## config.mk

```make
export PLATFORM = sky130hd
export DESIGN_NAME = mms_serial_cmd
export DESIGN_NICKNAME = d
export VERILOG_FILES = /design/src/mms_pkg.sv /design/src/mms_serial_cmd.sv
export SDC_FILE = /design/constraint.sdc
export NUM_CORES = 1
export LEC_CHECK = 0
export BUFFER_PORTS_ARGS = -buffer_cell sky130_fd_sc_hd__buf_2
export CAP_MARGIN = 20
export CORE_UTILIZATION = 59
export DETAILED_ROUTE_END_ITERATION = 6
export HOLD_SLACK_MARGIN = 0.15
export PLACE_DENSITY = 0.8
export SLEW_MARGIN = 20
export SYNTH_ARGS = -nofsm -noshare
export SYNTH_HDL_FRONTEND = slang
export SYNTH_SLANG_ARGS = --single-unit
```

## constraint.sdc

```tcl
create_clock -name mclk -period 7 [get_ports mclk]
set_clock_uncertainty 0.1 [all_clocks]
set_input_delay 0.35 -clock mclk [delete_from_list [all_inputs] [get_ports mclk]]
set_output_delay 0.35 -clock mclk [all_outputs]
set_load 0.02 [all_outputs]
```

## src/mms_pkg.sv

```systemverilog
// Shared constants, types and helpers of the motion module serial command block
package mms_pkg;

  // Clock and link timing
  localparam int CLK_HZ         = 125_000_000;
  localparam int BAUD_RATE      = 9600;
  localparam int BIT_CYCLES     = (CLK_HZ + BAUD_RATE / 2) / BAUD_RATE;
  localparam int TIMEOUT_MS     = 2500;
  localparam int TIMEOUT_CYCLES = (CLK_HZ / 1000) * TIMEOUT_MS;
  localparam int SECOND_CYCLES  = CLK_HZ;
  localparam int FRAME_BITS     = 10;

  // Command characters
  localparam logic [7:0] CMD_RD_STATUS = 8'h61;
  localparam logic [7:0] CMD_RD_LIGHT  = 8'h62;
  localparam logic [7:0] CMD_RD_PIN    = 8'h63;
  localparam logic [7:0] CMD_RD_ACT    = 8'h64;
  localparam logic [7:0] CMD_RD_HYPER  = 8'h65;
  localparam logic [7:0] CMD_RD_FREQ   = 8'h66;
  localparam logic [7:0] CMD_RD_LEVEL  = 8'h67;
  localparam logic [7:0] CMD_RD_SUSP   = 8'h68;
  localparam logic [7:0] CMD_RD_THRESH = 8'h6c;
  localparam logic [7:0] CMD_RD_OUT    = 8'h6f;
  localparam logic [7:0] CMD_RD_DIR    = 8'h76;
  localparam logic [7:0] CMD_WR_PIN    = 8'h43;
  localparam logic [7:0] CMD_WR_ACT    = 8'h44;
  localparam logic [7:0] CMD_WR_HYPER  = 8'h45;
  localparam logic [7:0] CMD_WR_FREQ   = 8'h46;
  localparam logic [7:0] CMD_WR_LEVEL  = 8'h47;
  localparam logic [7:0] CMD_WR_SUSP   = 8'h48;
  localparam logic [7:0] CMD_WR_THRESH = 8'h4c;
  localparam logic [7:0] CMD_WR_OUT    = 8'h4f;
  localparam logic [7:0] CMD_WR_DIR    = 8'h56;
  localparam logic [7:0] LOWER_CASE    = 8'h20;

  // Reply and data characters
  localparam logic [7:0] CH_YES   = 8'h59;
  localparam logic [7:0] CH_NO    = 8'h4e;
  localparam logic [7:0] CH_UNST  = 8'h55;
  localparam logic [7:0] CH_HIGH  = 8'h48;
  localparam logic [7:0] CH_LOW   = 8'h4c;
  localparam logic [7:0] CH_MOT   = 8'h4d;
  localparam logic [7:0] CH_RST   = 8'h52;
  localparam logic [7:0] CH_ANY   = 8'h41;
  localparam logic [7:0] CH_PLUS  = 8'h2b;
  localparam logic [7:0] CH_MINUS = 8'h2d;
  localparam logic [7:0] CH_ACK   = 8'h06;
  localparam logic [7:0] CH_NACK  = 8'h15;
  localparam logic [7:0] LEVEL_LIMIT = 8'h04;
  localparam logic [7:0] BYTE_MAX    = 8'hff;

  // Activation time coding
  localparam logic [7:0]  ACT_OFF_SEC = 8'h00;
  localparam logic [7:0]  ACT_OFF_MIN = 8'h80;
  localparam logic [13:0] SEC_PER_MIN = 14'h003c;

  typedef enum logic [1:0] {DIR_ANY, DIR_POS, DIR_NEG} mms_dir_t;

  typedef struct packed {
    logic [7:0] activation;
    logic       hyperEn;
    logic       freqHigh;
    logic [1:0] hyperLevel;
    logic       suspend;
    mms_dir_t   direction;
    logic       pinMotion;
    logic [7:0] threshold;
  } mms_cfg_t;

  localparam mms_cfg_t CFG_DEFAULT = '{
    activation: 8'h02, hyperEn: 1'b0, freqHigh: 1'b0, hyperLevel: 2'h1,
    suspend: 1'b0, direction: DIR_ANY, pinMotion: 1'b0, threshold: 8'h64};

  typedef enum {ST_IDLE, ST_REPLY, ST_WAIT_DATA} mms_state_t;

  // APB map
  localparam logic [11:0] ADDR_THRESH = 12'h000;
  localparam logic [11:0] ADDR_STATUS = 12'h004;
  localparam int ST_BIT_LATCH  = 0;
  localparam int ST_BIT_ACTIVE = 1;
  localparam int ST_BIT_STABLE = 2;
  localparam int ST_BIT_WAIT   = 3;
  localparam int ST_BIT_PINMOT = 4;
  localparam int ST_LIGHT_LSB  = 8;

  // Activation code to seconds; both off codes give zero
  function automatic logic [13:0] mms_act_seconds(input logic [7:0] code);
    if (code == ACT_OFF_SEC || code == ACT_OFF_MIN)
      return 14'h0000;
    if (code < ACT_OFF_MIN)
      return {6'h00, code};
    return {6'h00, 8'(code - ACT_OFF_MIN)} * SEC_PER_MIN;
  endfunction

endpackage

```

## src/mms_serial_cmd.sv

```systemverilog
// Serial command interpreter of the motion module, with APB side registers
`timescale 1ns/1ns
module mms_serial_cmd
  import mms_pkg::*;
#(
  parameter int BIT_CYC     = BIT_CYCLES,
  parameter int TIMEOUT_CYC = TIMEOUT_CYCLES,
  parameter int SECOND_CYC  = SECOND_CYCLES
)(
  input  logic        mclk,
  input  logic        rst,
  input  logic        rxd,
  output logic        txd,
  input  logic [7:0]  lightLevel,
  input  logic        motionEvent,
  input  logic        sensorStable,
  input  logic        sharedPinIn,
  output logic        sharedPinOut,
  output logic        sharedPinOe,
  output logic        deviceReset,
  input  logic [11:0] paddr,
  input  logic        psel,
  input  logic        penable,
  input  logic        pwrite,
  input  logic [31:0] pwdata,
  output logic [31:0] prdata,
  output logic        pready,
  output logic        pslverr
);

  localparam int BW = $clog2(BIT_CYC + 1);
  localparam int TW = $clog2(TIMEOUT_CYC + 1);
  localparam int SW = $clog2(SECOND_CYC + 1);

  logic [1:0]    rxSync;
  logic [1:0]    pinSync;
  logic          rxBusy;
  logic [BW-1:0] rxCnt;
  logic [3:0]    rxIdx;
  logic [7:0]    rxShift;
  logic          rxValid;
  logic [7:0]    rxByte;
  logic          txBusy;
  logic          txStart;
  logic [BW-1:0] txCnt;
  logic [3:0]    txIdx;
  logic [9:0]    txShift;
  mms_state_t    state;
  mms_state_t    replyNext;
  logic [7:0]    replyByte;
  logic [7:0]    pendCmd;
  logic [TW-1:0] waitCnt;
  mms_cfg_t      cfg;
  logic          motionLatched;
  logic          motionSet;
  logic          statusClear;
  logic          dataApply;
  logic          pinReset;
  logic [SW-1:0] secCnt;
  logic          secTick;
  logic [13:0]   actRemain;
  logic          actManual;
  logic          motionActive;
  logic [7:0]    outTime;
  logic          apbWrite;
  logic [8:0]    rdAns;
  logic [8:0]    rdEcho;

  // Answer byte for a lower-case command; bit 8 flags a known command
  function automatic logic [8:0] read_value(input logic [7:0] ch);
    unique case (ch)
      CMD_RD_STATUS: return {1'b1, !sensorStable ? CH_UNST :
                                   (motionLatched ? CH_YES : CH_NO)};
      CMD_RD_LIGHT:  return {1'b1, lightLevel};
      CMD_RD_PIN:    return {1'b1, cfg.pinMotion ? CH_MOT : CH_RST};
      CMD_RD_ACT:    return {1'b1, cfg.activation};
      CMD_RD_HYPER:  return {1'b1, cfg.hyperEn ? CH_YES : CH_NO};
      CMD_RD_FREQ:   return {1'b1, cfg.freqHigh ? CH_HIGH : CH_LOW};
      CMD_RD_LEVEL:  return {1'b1, 6'h00, cfg.hyperLevel};
      CMD_RD_SUSP:   return {1'b1, cfg.suspend ? CH_YES : CH_NO};
      CMD_RD_THRESH: return {1'b1, cfg.threshold};
      CMD_RD_OUT:    return {1'b1, outTime};
      CMD_RD_DIR:    return {1'b1, cfg.direction == DIR_POS ? CH_PLUS :
                                   cfg.direction == DIR_NEG ? CH_MINUS : CH_ANY};
      default:       return {1'b0, CH_NACK};
    endcase
  endfunction

  // Upper-case commands that take one data byte
  function automatic logic is_write(input logic [7:0] ch);
    unique case (ch)
      CMD_WR_PIN, CMD_WR_ACT, CMD_WR_HYPER, CMD_WR_FREQ, CMD_WR_LEVEL,
      CMD_WR_SUSP, CMD_WR_THRESH, CMD_WR_OUT, CMD_WR_DIR: return 1'b1;
      default: return 1'b0;
    endcase
  endfunction

  // Data byte legal for the pending write
  function automatic logic write_ok(input logic [7:0] cmd, input logic [7:0] d);
    unique case (cmd)
      CMD_WR_PIN:   return d == CH_MOT || d == CH_RST;
      CMD_WR_HYPER,
      CMD_WR_SUSP:  return d == CH_YES || d == CH_NO;
      CMD_WR_FREQ:  return d == CH_HIGH || d == CH_LOW;
      CMD_WR_LEVEL: return d < LEVEL_LIMIT;
      CMD_WR_DIR:   return d == CH_ANY || d == CH_PLUS || d == CH_MINUS;
      default:      return 1'b1;
    endcase
  endfunction

  // Two-stage synchronisers for the pins
  always_ff @(posedge mclk or posedge rst)
  begin
    if (rst)
    begin
      rxSync  <= 2'h3;
      pinSync <= 2'h3;
    end
    else
    begin
      rxSync  <= {rxSync[0], rxd};
      // Own drive masked, so a switch to reset mode never sees our own low
      pinSync <= sharedPinOe ? 2'h3 : {pinSync[0], sharedPinIn};
    end
  end

  // Reset-configured pin held low resets settings, sequencer, status latch and activation timer
  assign pinReset    = !cfg.pinMotion && !pinSync[1];
  assign deviceReset = pinReset;

  // Receiver: mid-bit sampling, false starts dropped, framing errors discarded
  always_ff @(posedge mclk or posedge rst)
  begin
    if (rst)
    begin
      rxBusy  <= 1'b0;
      rxCnt   <= '0;
      rxIdx   <= 4'h0;
      rxShift <= 8'h00;
      rxValid <= 1'b0;
      rxByte  <= 8'h00;
    end
    else
    begin
      rxValid <= 1'b0;
      if (!rxBusy)
      begin
        if (!rxSync[1])
        begin
          rxBusy <= 1'b1;
          rxCnt  <= BW'(BIT_CYC / 2);
          rxIdx  <= 4'h0;
        end
      end
      else if (rxCnt != '0)
        rxCnt <= rxCnt - 1'b1;
      else
      begin
        rxCnt <= BW'(BIT_CYC - 1);
        rxIdx <= rxIdx + 4'h1;
        if (rxIdx == 4'h0)
        begin
          if (rxSync[1])
            rxBusy <= 1'b0;
        end
        else if (rxIdx < 4'(FRAME_BITS - 1))
          rxShift <= {rxSync[1], rxShift[7:1]};
        else
        begin
          rxBusy <= 1'b0;
          if (rxSync[1])
          begin
            rxValid <= 1'b1;
            rxByte  <= rxShift;
          end
        end
      end
    end
  end

  // Transmitter: start, eight data bits LSB first, one stop bit
  always_ff @(posedge mclk or posedge rst)
  begin
    if (rst)
    begin
      txBusy  <= 1'b0;
      txCnt   <= '0;
      txIdx   <= 4'h0;
      txShift <= 10'h3ff;
      txd     <= 1'b1;
    end
    else
    begin
      txd <= txBusy ? txShift[0] : 1'b1;
      if (!txBusy)
      begin
        if (txStart)
        begin
          txBusy  <= 1'b1;
          txShift <= {1'b1, replyByte, 1'b0};
          txCnt   <= '0;
          txIdx   <= 4'h0;
        end
      end
      else if (txCnt != BW'(BIT_CYC - 1))
        txCnt <= txCnt + 1'b1;
      else
      begin
        txCnt   <= '0;
        txShift <= {1'b1, txShift[9:1]};
        if (txIdx == 4'(FRAME_BITS - 1))
          txBusy <= 1'b0;
        else
          txIdx <= txIdx + 4'h1;
      end
    end
  end

  // Answers for the received byte, as a read and as the echo of a write
  assign rdAns  = read_value(rxByte);
  assign rdEcho = read_value(rxByte | LOWER_CASE);

  // Command events seen by the other processes
  assign statusClear = state == ST_IDLE && rxValid && rxByte == CMD_RD_STATUS;
  assign dataApply   = state == ST_WAIT_DATA && rxValid && write_ok(pendCmd, rxByte);

  // Command sequencer; bytes arriving while a reply waits are dropped
  always_ff @(posedge mclk or posedge rst)
  begin
    if (rst)
    begin
      state     <= ST_IDLE;
      replyNext <= ST_IDLE;
      replyByte <= CH_NACK;
      pendCmd   <= 8'h00;
      waitCnt   <= '0;
      txStart   <= 1'b0;
    end
    else if (pinReset)
    begin
      state   <= ST_IDLE;
      txStart <= 1'b0;
    end
    else
    begin
      txStart <= 1'b0;
      unique case (state)
        ST_IDLE:
          if (rxValid)
          begin
            state <= ST_REPLY;
            if (is_write(rxByte))
            begin
              replyByte <= rdEcho[8] ? rdEcho[7:0] : CH_NACK;
              pendCmd   <= rxByte;
              replyNext <= ST_WAIT_DATA;
            end
            else
            begin
              replyByte <= rdAns[8] ? rdAns[7:0] : CH_NACK;
              replyNext <= ST_IDLE;
            end
          end
        ST_REPLY:
          if (!txBusy && !txStart)
          begin
            txStart <= 1'b1;
            state   <= replyNext;
            waitCnt <= '0;
          end
        ST_WAIT_DATA:
          if (rxValid)
          begin
            replyByte <= dataApply ? CH_ACK : CH_NACK;
            replyNext <= ST_IDLE;
            state     <= ST_REPLY;
          end
          else if (waitCnt == TW'(TIMEOUT_CYC - 1))
          begin
            replyByte <= CH_NACK;
            replyNext <= ST_IDLE;
            state     <= ST_REPLY;
          end
          else
            waitCnt <= waitCnt + 1'b1;
      endcase
    end
  end

  // Settings; serial write wins over an APB write in the same cycle
  assign apbWrite = psel && penable && pwrite && paddr == ADDR_THRESH;

  always_ff @(posedge mclk or posedge rst)
  begin
    if (rst)
      cfg <= CFG_DEFAULT;
    else if (pinReset)
      cfg <= CFG_DEFAULT;
    else if (dataApply)
    begin
      unique case (pendCmd)
        CMD_WR_PIN:    cfg.pinMotion  <= rxByte == CH_MOT;
        CMD_WR_ACT:    cfg.activation <= rxByte;
        CMD_WR_HYPER:  cfg.hyperEn    <= rxByte == CH_YES;
        CMD_WR_FREQ:   cfg.freqHigh   <= rxByte == CH_HIGH;
        CMD_WR_LEVEL:  cfg.hyperLevel <= rxByte[1:0];
        CMD_WR_SUSP:   cfg.suspend    <= rxByte == CH_YES;
        CMD_WR_THRESH: cfg.threshold  <= rxByte;
        CMD_WR_DIR:    cfg.direction  <= rxByte == CH_PLUS ? DIR_POS :
                                         rxByte == CH_MINUS ? DIR_NEG : DIR_ANY;
        default:       cfg.pinMotion  <= cfg.pinMotion;
      endcase
    end
    else if (apbWrite)
      cfg.threshold <= pwdata[7:0];
  end

  // Motion status latch; a new event beats a clearing read
  assign motionSet = motionEvent && sensorStable && !cfg.suspend;

  always_ff @(posedge mclk or posedge rst)
  begin
    if (rst)
      motionLatched <= 1'b0;
    else if (pinReset)
      motionLatched <= 1'b0;
    else
      motionLatched <= motionSet || (motionLatched && !statusClear);
  end

  // One-second tick for the activation timer
  always_ff @(posedge mclk or posedge rst)
  begin
    if (rst)
    begin
      secCnt  <= '0;
      secTick <= 1'b0;
    end
    else
    begin
      secTick <= secCnt == SW'(SECOND_CYC - 1);
      secCnt  <= secCnt == SW'(SECOND_CYC - 1) ? '0 : secCnt + 1'b1;
    end
  end

  // Activation timer; manual drive from O is not light gated
  always_ff @(posedge mclk or posedge rst)
  begin
    if (rst)
    begin
      actRemain <= 14'h0000;
      actManual <= 1'b0;
    end
    else if (pinReset)
    begin
      actRemain <= 14'h0000;
      actManual <= 1'b0;
    end
    else if (dataApply && pendCmd == CMD_WR_OUT)
    begin
      actRemain <= mms_act_seconds(rxByte);
      actManual <= mms_act_seconds(rxByte) != 14'h0000; // Off codes hand back to motion
    end
    else if (motionSet && !actManual)
      actRemain <= mms_act_seconds(cfg.activation);
    else if (secTick && actRemain != 14'h0000)
    begin
      actRemain <= actRemain - 14'h0001;
      if (actRemain == 14'h0001)
        actManual <= 1'b0;
    end
  end

  // Light gate: strictly above threshold lets motion through
  assign motionActive = actRemain != 14'h0000 &&
                        (actManual || lightLevel > cfg.threshold);
  assign outTime = actRemain > {6'h00, BYTE_MAX} ? BYTE_MAX : actRemain[7:0];

  // Shared pin output, active low motion signal
  always_ff @(posedge mclk or posedge rst)
  begin
    if (rst)
    begin
      sharedPinOut <= 1'b1;
      sharedPinOe  <= 1'b0;
    end
    else
    begin
      sharedPinOut <= !motionActive;
      sharedPinOe  <= cfg.pinMotion;
    end
  end

  // APB slave, zero wait states, read data captured in the setup cycle
  assign pready = 1'b1;

  always_ff @(posedge mclk or posedge rst)
  begin
    if (rst)
    begin
      prdata  <= 32'h00000000;
      pslverr <= 1'b0;
    end
    else if (psel && !penable)
    begin
      prdata  <= 32'h00000000;
      pslverr <= 1'b0;
      if (paddr == ADDR_THRESH)
        prdata[7:0] <= cfg.threshold;
      else if (paddr == ADDR_STATUS)
      begin
        prdata[ST_BIT_LATCH]  <= motionLatched;
        prdata[ST_BIT_ACTIVE] <= motionActive;
        prdata[ST_BIT_STABLE] <= sensorStable;
        prdata[ST_BIT_WAIT]   <= state == ST_WAIT_DATA;
        prdata[ST_BIT_PINMOT] <= cfg.pinMotion;
        prdata[ST_LIGHT_LSB +: 8] <= lightLevel;
      end
      else
        pslverr <= 1'b1;
    end
  end

endmodule // mms_serial_cmd

```

* Yosys cells after proc, flatten, opt, wreduce, memory -nomap -nowiden
Index checks and enable logic that the tools add are counted.
** Operators by class
- Bitwise operators :: 4
- Reduce and logical (&&, ||, !) cells :: 79
- Equal/unequal tests :: 74
- Add/sub/neg operators :: 9
- Multiply operators :: 2
- Magnitude comparators :: 6
- Multiplexer cells :: 132
** Operator list (number)
- $mux W14 :: 20
- $eq A8 B7 Y1 const B :: 34
- $mux W32 :: 8
- $pmux W9 S11 :: 2
- $mux W8 :: 13
- $pmux W32 S3 :: 1
- $mux W29 :: 3
- $eq A7 B6 Y1 const B :: 11
- $logic_not A32 Y1 :: 2
- $pmux W32 S2 :: 1
- $pmux W29 S2 :: 1
- $mux W1 :: 50
- $reduce_bool A14 Y1 :: 3
- $mux W5 :: 8
- $eq A32 B1 Y1 const B :: 1
- $eq A32 B2 Y1 const B :: 1
- $eq A32 B3 Y1 const B :: 1
- $mux W10 :: 3
- $add A29 B1 Y29 const B :: 1
- $eq A29 B29 Y1 const B :: 1
- $mux W4 :: 7
- $sub A14 B1 Y14 const B :: 2
- $add A27 B1 Y27 const B :: 1
- $eq A27 B27 Y1 const B :: 1
- 46 further kinds :: 130
** Word-level totals
- Input port bits :: 61
- Output and inout port bits :: 38
- Register bits :: 267

* Logic depth before layout (Yosys ltp)
Gate-level depths: netlist of the first run.
- Depth in word-level cells :: 18
- Gate-level depth with buffers :: 13
- Mapped depth without buffers :: 12

* Least setup slack after synthesis of the first run
Ideal clock, no wire load.
- Path kind :: register -> register
- Start point :: register rxByte[4]
- End point :: register actManual
- Setup slack :: 3300 ps
- Setup time :: 132 ps
- Cell stages (with the launch flop) :: 14
- Data required time :: 6768 ps
- Arrival time :: 3468 ps
- Buffers on the path :: 1
- Cell sequence :: dfrtp_1 -> clkbuf_1 -> inv_1 -> fa_1 -> fa_1 -> inv_1 -> ha_1 -> a21o_1 -> a22o_1 -> or2_2 -> xnor2_1 -> o21ai_0 -> o31ai_1 -> nand3_1
** Between the ends
- Cells in the longest elaborated chain, start to end :: 12
- Elaborated cells between the ends (all ways) :: 43
- Classes of those cells :: 1 x add/sub; 1 x mul; 2 x order compare; 11 x eq/ne; 15 x mux; 13 x reduce/logical
** Ends and longest elaborated chain
- start: declaration :: line mms_serial_cmd.sv:42 : logic [7:0] rxByte;
- start signal: assignment :: line mms_serial_cmd.sv:174 : rxByte <= rxShift;
- branches (longest 12 deep; another with $mul A8 B4 Y12)
- end signal: assignment :: line mms_serial_cmd.sv:352 : actManual <= 1'b0;
- end signal: assignment :: line mms_serial_cmd.sv:357 : actManual <= 1'b0;
- end signal: assignment :: line mms_serial_cmd.sv:362 : actManual <= mms_act_seconds(rxByte) != 14'h0000;
- end: declaration :: line mms_serial_cmd.sv:62 : logic actManual;
Parallel ways; which one is timed is not known. The select of a mux whose other input is x is not followed.
A chain may end at the register's enable or synchronous reset.

* Worst setup path in the final report of the first run
- Start point :: register rxByte[7]
- End point :: register cfg[0] (netlist bit)
** Between the ends
- Cells in the longest elaborated chain, start to end :: 7
- Elaborated cells between the ends (all ways) :: 22
- Classes of those cells :: 1 x order compare; 10 x eq/ne; 3 x mux; 8 x reduce/logical
** Ends and longest elaborated chain
- branches (longest 3 deep; another with $lt A8 B3 Y1)
- $pmux W1 S5 (*) :: line mms_serial_cmd.sv:100 : unique case (cmd)
- $logic_and A1 B1 Y1 (*) :: line mms_serial_cmd.sv:225 : assign dataApply = state == ST_WAIT_DATA && rxValid && write_ok(pendCmd, rxByte);
- $ne A3 B2 Y1 (no line) (tied with other cells)
- $reduce_and A2 Y1 (no line) or $mux W24 (tied branches)
- end: declaration :: line mms_serial_cmd.sv:53 : mms_cfg_t cfg;
Mark *: on every way between the ends.

==> results of run 1 <==
[cells in the final DEF (no fill, tap or decap), types with 8 or more instances in the layout]
master	n
a211o_1	8
a211oi_1	14
a21o_1	14
a21oi_1	71
a22o_1	19
a22oi_1	13
a31oi_1	15
and3_1	34
buf_2	57
clkbuf_16	23
conb_1	17
dfrtp_1	182
dfstp_2	23
dlygate4sd3_1	19
fa_1	26
ha_1	72
inv_1	81
mux2_2	13
mux2i_1	16
nand2_1	133
nand2b_1	24
nand3_1	54
nand4_1	32
nor2_1	122
nor2b_1	17
nor3_1	40
nor4_1	17
o211ai_1	10
o21ai_0	129
o22a_1	9
o31ai_1	16
or2_2	14
or3_1	29
xnor2_1	37
xor2_1	31
[final cells by class]
type | instances | share of cell area
Clock buffer | 31 | 0.0436
Clock inverter | 11 | 0.0117
Inverter | 84 | 0.0218
Multi-Input combinational cell | 1144 | 0.515
Sequential cell | 205 | 0.348
Tap cell | 280 | 0.0237
Timing Repair Buffer | 83 | 0.0357
[worst paths after layout]
kind / start / slack [ns] / to
max in group asynchronous: rst / 4.92 / cfg[19]
worst max-delay path: rxByte[7] / 2.71 / cfg[0]
min in group asynchronous: rst / 0.49 / waitCnt[18]
worst min-delay path: sensorStable / 0.16 / prdata[2]
worst max register to register: rxByte[7] / 2.71 / cfg[0]
worst min register to register: rxSync[0] / 0.28 / rxSync[1]
[synth_stat cells (all sizes together) (13+ instances only)]
cell    count
nor3       40
dfstp      23
fa         26
or2        15
clkbuf     45
mux2       13
a31oi      15
inv        82
and3       34
dfrtp     182
a211oi     15
nor2b      17
a22oi      13
buf        25
o21ai     131
xor2       31
o31ai      16
nand2     133
mux2i      16
a21oi      71
a21o       14
xnor2      37
nor4       18
nor2      123
nand2b     24
nand3      55
nand4      32
or3        29
ha         72
a22o       19
[timing repair]
| item | 4_1_cts | 5_1_grt |
|---|---|---|
| buffers inserted | 0 | 0 |
| hold buffers | 19 | 0 |
| hold endpoints to repair | 142 | 0 |
[power by group through the flow]
stage / registers (mW) / clock network, mW / logic (mW)
2_1_floorplan: 1.22 / 0 / 0.0781
3_3_place_gp: 1.23 / 0 / 0.102
3_5_place_dp: 1.23 / 0 / 0.104
4_1_cts: 1.20 / 1.32 / 0.113
5_1_grt: 1.21 / 1.37 / 0.126
6_report: 1.20 / 1.30 / 0.113
[sequential cells by signal, summed over array words and instances (netlist names), 9 cells and up]
name	count
waitCnt	29
actRemain	14
rxCnt	14
secCnt	27
txShift	9
cfg	24
txCnt	14
prdata	16
[per-layer routing]
layer  global-route usage  wire length, microns  part of all wire
met5                    0                     0                 0
met4                0.107                  1200             0.035
met3               0.0395                  2180             0.064
met2                0.486                 15700              0.46
met1                0.410                 15100              0.44
[cells by family after synthesis]
family / after synthesis / share of synthesized area
AOI/OAI and AO/OA: 374 / 0.179
xor gates and xnor gates: 68 / 0.0445
adders and majority gates: 98 / 0.106
buffers and inverters: 154 / 0.0492
DFF: 205 / 0.385
muxes: 29 / 0.0229
other: 2 / 0.000561
and+or+nand+nor: 558 / 0.212
[per-stage QoR]
step	instance area, sq um	utilization	hold WS [ns]	total power, mW
CTS	14800	0.672	0.161	2.63
floorplan	13400	-	0.245	1.30
finish	14800	0.672	0.162	2.62
global route	14800	0.672	0.175	2.70
detailed placement	13800	0.627	0.265	1.33
global placement	13800	0.627	0.246	1.33
[critical path, delay by kind of cell, from the launching register on]
kind | cells | cell delay, ns
flip-flops | 1 | 0.83
buffers and inverters | 1 | 0.50
adder cells (fa/ha/maj) | 1 | 0.48
AND/OR/NAND/NOR | 3 | 1.14
AO/OA/AOI/OAI | 4 | 1.14
==> flow_metrics.env, run 1 <==
export IMPL_status="finished with violations"
export IMPL_violations="design-rule violations"
export IMPL_dieArea_sq_um=23300
export IMPL_drive_gt1_frac=0.107
export IMPL_cts_buffers=23
export IMPL_io_pins=99
export IMPL_wirelength_microns=34200
export IMPL_irDropWorstVdd_mv=0.182
export IMPL_setup_violations=0
export IMPL_pwr_share_clk=0.496
export IMPL_startpoint_type="flop"
export IMPL_portBuffers=57
export IMPL_cp_common_cell="o221ai_1"
export IMPL_slowest_delay_ns=0.83
export IMPL_die_x_microns=153
export IMPL_grt_pass1_wl_microns=56400
export IMPL_synth_edf_count=0
export IMPL_fillers=1757
export IMPL_grt_max_degree=143
export IMPL_seq_power_share=0.460
export IMPL_grt_pass1_vias=11000
export IMPL_layout_setup_ws_ns=2.71
export IMPL_multi_input_area_sq_um=7630
export IMPL_crit_path_cell_trace="inv_1 > ha_1 > nand4_1 > o221ai_1 > o221ai_1 > and3_1 > nand2_1 > a21oi_1 > a211o_1"
export IMPL_fmax_mhz=233
export IMPL_coreArea_sq_um=22000
export IMPL_clockBufferDepth=3
export IMPL_syn_inst=1488
export IMPL_drtAntennaViolNets=0
export IMPL_nNetsFinal=1700
export IMPL_gp_congestion=0.952
export IMPL_seq_area_sq_um=5160
export IMPL_cp_max_fo=24
export IMPL_clock_latency_ns=0.53
export IMPL_final_cell_count_no_fill=1838
export IMPL_vias=11500
export IMPL_tritoncts="built"
export IMPL_hold_viol_final=0
export IMPL_synth_top_area_share=0.340
export IMPL_p_leak_nw=6.49
export IMPL_critPathRequiredTime_ns=7.36
export IMPL_internal_power_mw=2.03
export IMPL_p_comb_frac=0.043
export IMPL_period_share=0.613
export IMPL_ys_flop_type="dfrtp_1"
export IMPL_hold_class="in -> reg"
export IMPL_cts_resized=0
export IMPL_path_class="reg -> reg"
export IMPL_ys_types=79
export IMPL_placed_cells_incl_taps=1777
export IMPL_setup_tns_ns=0
export IMPL_std_cell_rows=54
export IMPL_place_ws_ns=2.85
export IMPL_cp_slowest_cell="dfrtp_1"
export IMPL_cts_htree_levels=1
export IMPL_start_util=0.608
export IMPL_antenna_diode_count=0
export IMPL_power_net_switching_mw=0.588
export IMPL_clk_pin_slew_ns=0.06
export IMPL_sw_frac_of_total=0.225
export IMPL_drc_errors=14
export IMPL_area_growth_pct=10.6
export IMPL_ys_ff_latch=205
export IMPL_netlist_area_sq_um=13400
export IMPL_avgSynthCellArea_sq_um=9.00
export IMPL_post_route_min_period_ns=4.29
export IMPL_yosys_warnings=0
export IMPL_die_h_microns=153
export IMPL_synth_area_leaders="dfrtp_1 34%, ha_1 6.7%, o21ai_0 4.8%, dfstp_2 4.5%, fa_1 3.9%"
export IMPL_grt_overflow=0
export IMPL_drtIter0Drc=911
export IMPL_cts_root_buf="clkbuf_16"
export IMPL_rr_worst_depth=9
export IMPL_clock_sinks=205
export IMPL_async_flop_share=1.00
export IMPL_antenna_found_initial=0
export IMPL_grt_use_total=0.299
export IMPL_wire_per_inst_microns=18.6
export IMPL_endpoint_kind="flop"
export IMPL_worstPathArrival_ns=4.65
export IMPL_ys_seq_area_frac=0.385
export IMPL_rsz0062_at_grt="no"
export IMPL_hold_depth=3
export IMPL_slew_violations=0
export IMPL_yosys_area_top_type="dfrtp_1"
export IMPL_first_pass_iters=7
export IMPL_worst_slew_pin_slew_ns=1.06
export IMPL_slew_headroom=0.288
export IMPL_detailedPlacementHpwl_microns=24600
export IMPL_maxCapViolations=0
export IMPL_cellPowerDensity_nw_per_um2=177
export IMPL_via_per_inst=6.25
Power figures use the tool's default switching activity.
==> run 2, diff against run 1 <==
- clock period: 7 -> 4.5 ns (I/O delays scaled with it)
==> run 2 against run 1 <==
Largest cell class unchanged. Via count up 0.96%. Utilization increased by 1.0 points. Die area unchanged. Worst hold slack improved by 0.0078 ns. Cell count rose by 1.3%. The flow still finishes with violations (design-rule violations). Sequential power grew 56%. Combinational power up 65%. Critical path type unchanged.
==> flow_metrics.env, run 2 (synthesized netlist as in run 1, its figures left out) <==
export IMPL_status="finished with violations"
export IMPL_violations="design-rule violations"
export IMPL_multi_input_area_sq_um=7640
export IMPL_cts_root_buf="clkbuf_16"
export IMPL_slew_headroom=0.347
export IMPL_p_leak_nw=6.59
export IMPL_vias=11600
export IMPL_clk_pin_slew_ns=0.06
export IMPL_setup_violations=0
export IMPL_rr_worst_depth=12
export IMPL_cts_buffers=23
export IMPL_tritoncts="built"
export IMPL_r2r_start="rxByte[5]"
export IMPL_cts_htree_levels=1
export IMPL_die_h_microns=153
export IMPL_critPathRequiredTime_ns=4.80
export IMPL_fillers=1728
export IMPL_die_x_microns=153
export IMPL_setup_tns_ns=0
export IMPL_nNetsFinal=1723
export IMPL_final_cell_count_no_fill=1861
export IMPL_drtAntennaViolNets=0
export IMPL_drtIter0Drc=897
export IMPL_hold_slack_ns=0.170
export IMPL_clock_latency_ns=0.53
export IMPL_cp_max_fo=9
export IMPL_path_class="reg -> reg"
export IMPL_hold_viol_final=0
export IMPL_drive_gt1_frac=0.114
export IMPL_gp_congestion=1.04
export IMPL_endpoint_kind="flop"
export IMPL_clockBufferDepth=3
export IMPL_area_growth_pct=12.3
export IMPL_final_cell_mix="182 x dfrtp_1, 133 x nand2_1, 129 x o21ai_0"
export IMPL_seq_area_sq_um=5160
export IMPL_hold_depth=5
export IMPL_grt_overflow=0
export IMPL_period_share=0.867
export IMPL_rsz0062_at_grt="no"
export IMPL_cp_slowest_cell="dfrtp_1"
export IMPL_hold_buffers=31
export IMPL_fmax_mhz=256
export IMPL_grt_pass1_vias=11400
export IMPL_via_per_inst=6.23
export IMPL_start_util=0.608
export IMPL_worstPathArrival_ns=4.20
export IMPL_reg_top3="waitCnt (29), secCnt (27), cfg (24)"
export IMPL_min_from="paddr[10]"
export IMPL_placed_cells_incl_taps=1788
export IMPL_startpoint_type="flop"
export IMPL_post_route_min_period_ns=3.90
export IMPL_wire_per_inst_microns=19.2
export IMPL_portBuffers=57
export IMPL_irDropWorstVdd_mv=0.294
export IMPL_post_dp_cell_area_sq_um=13900
export IMPL_path_depth=12
export IMPL_dieArea_sq_um=23300
export IMPL_crit_start="rxByte[5]"
export IMPL_maxCapViolations=0
export IMPL_first_pass_iters=7
export IMPL_crit_buf_inv=2
export IMPL_power_mw=4.08
export IMPL_final_area_sq_um=15000
export IMPL_std_cell_rows=54
export IMPL_coreArea_sq_um=22000
export IMPL_cellPowerDensity_nw_per_um2=271
export IMPL_io_pins=99
export IMPL_worst_slew_pin_slew_ns=0.955
export IMPL_slowest_delay_ns=0.51
export IMPL_largest_reg_flops=29
export IMPL_detailedPlacementHpwl_microns=24900
export IMPL_layout_commonest_cell="dfrtp_1"
export IMPL_cts_resized=0
export IMPL_slew_violations=0
export IMPL_crit_path_cell_trace="inv_1 > fa_1 > fa_1 > inv_1 > ha_1 > a21o_1 > a22o_1 > or2_2 > xnor2_1 > o21ai_0 > o31ai_1 > nand3_1"
export IMPL_antenna_diode_count=0
export IMPL_cp_top_family="adder cells"
export IMPL_rrSetupSlack_ns=0.60
export IMPL_grt_pass1_wl_microns=59000
export IMPL_top_register="waitCnt"
export IMPL_post_cts_setup_buffers=0
export IMPL_hold_class="in -> reg"
export IMPL_grt_use_total=0.312
export IMPL_clock_sinks=205
export IMPL_drc_errors=12
export IMPL_antenna_found_initial=0
export IMPL_wirelength_microns=35800
export IMPL_grt_max_degree=124
## run 2: worst register-to-register path, delay by kind of cell (launching register included)
family | cells | cell delay (ns)
fa+ha+maj | 3 | 1.37
compound gates | 4 | 0.80
simple gates | 2 | 0.38
flops | 1 | 0.51
xor+xnor | 1 | 0.19
buf+inv | 2 | 0.42
## run 2: area by class of cell
| cell class | instances | share of cell area |
|---|---|---|
| Clock buffer | 33 | 0.0454 |
| Clock inverter | 9 | 0.00932 |
| Inverter | 84 | 0.0212 |
| Multi-Input combinational cell | 1144 | 0.508 |
| Sequential cell | 205 | 0.343 |
| Tap cell | 280 | 0.0233 |
| Timing Repair Buffer | 106 | 0.0494 |
## run 2: per-layer routing
metal	track usage	up-vias	wire, microns
li1	-	5465	-
met1	0.413	5646	15600
met2	0.527	394	16900
met3	0.0444	92	2100
met4	0.109	0	1240
met5	0	-	0
## run 2: through the flow
stage          utilization  worst slack [ns]
2_1_floorplan            -             0.800
3_3_place_gp         0.631             0.652
3_5_place_dp         0.631             0.609
4_1_cts              0.682             0.587
5_1_grt              0.683             0.383
6_report             0.683             0.597
## run 2: path summary, 6_finish.rpt
path | to
min in group asynchronous | rxIdx[1]
hold / removal | prdata[4]
setup / recovery | actManual
max in group asynchronous | cfg[23]
hold reg to reg | rxSync[1]
setup reg to reg | actManual
## run 2: report_power, final
group | total, mW | internal (mW) | switching [mW]
clock network | 2.02 | 1.23 | 0.786
registers | 1.87 | 1.86 | 0.0174
logic | 0.186 | 0.0634 | 0.122
total | 4.08 | 3.15 | 0.925
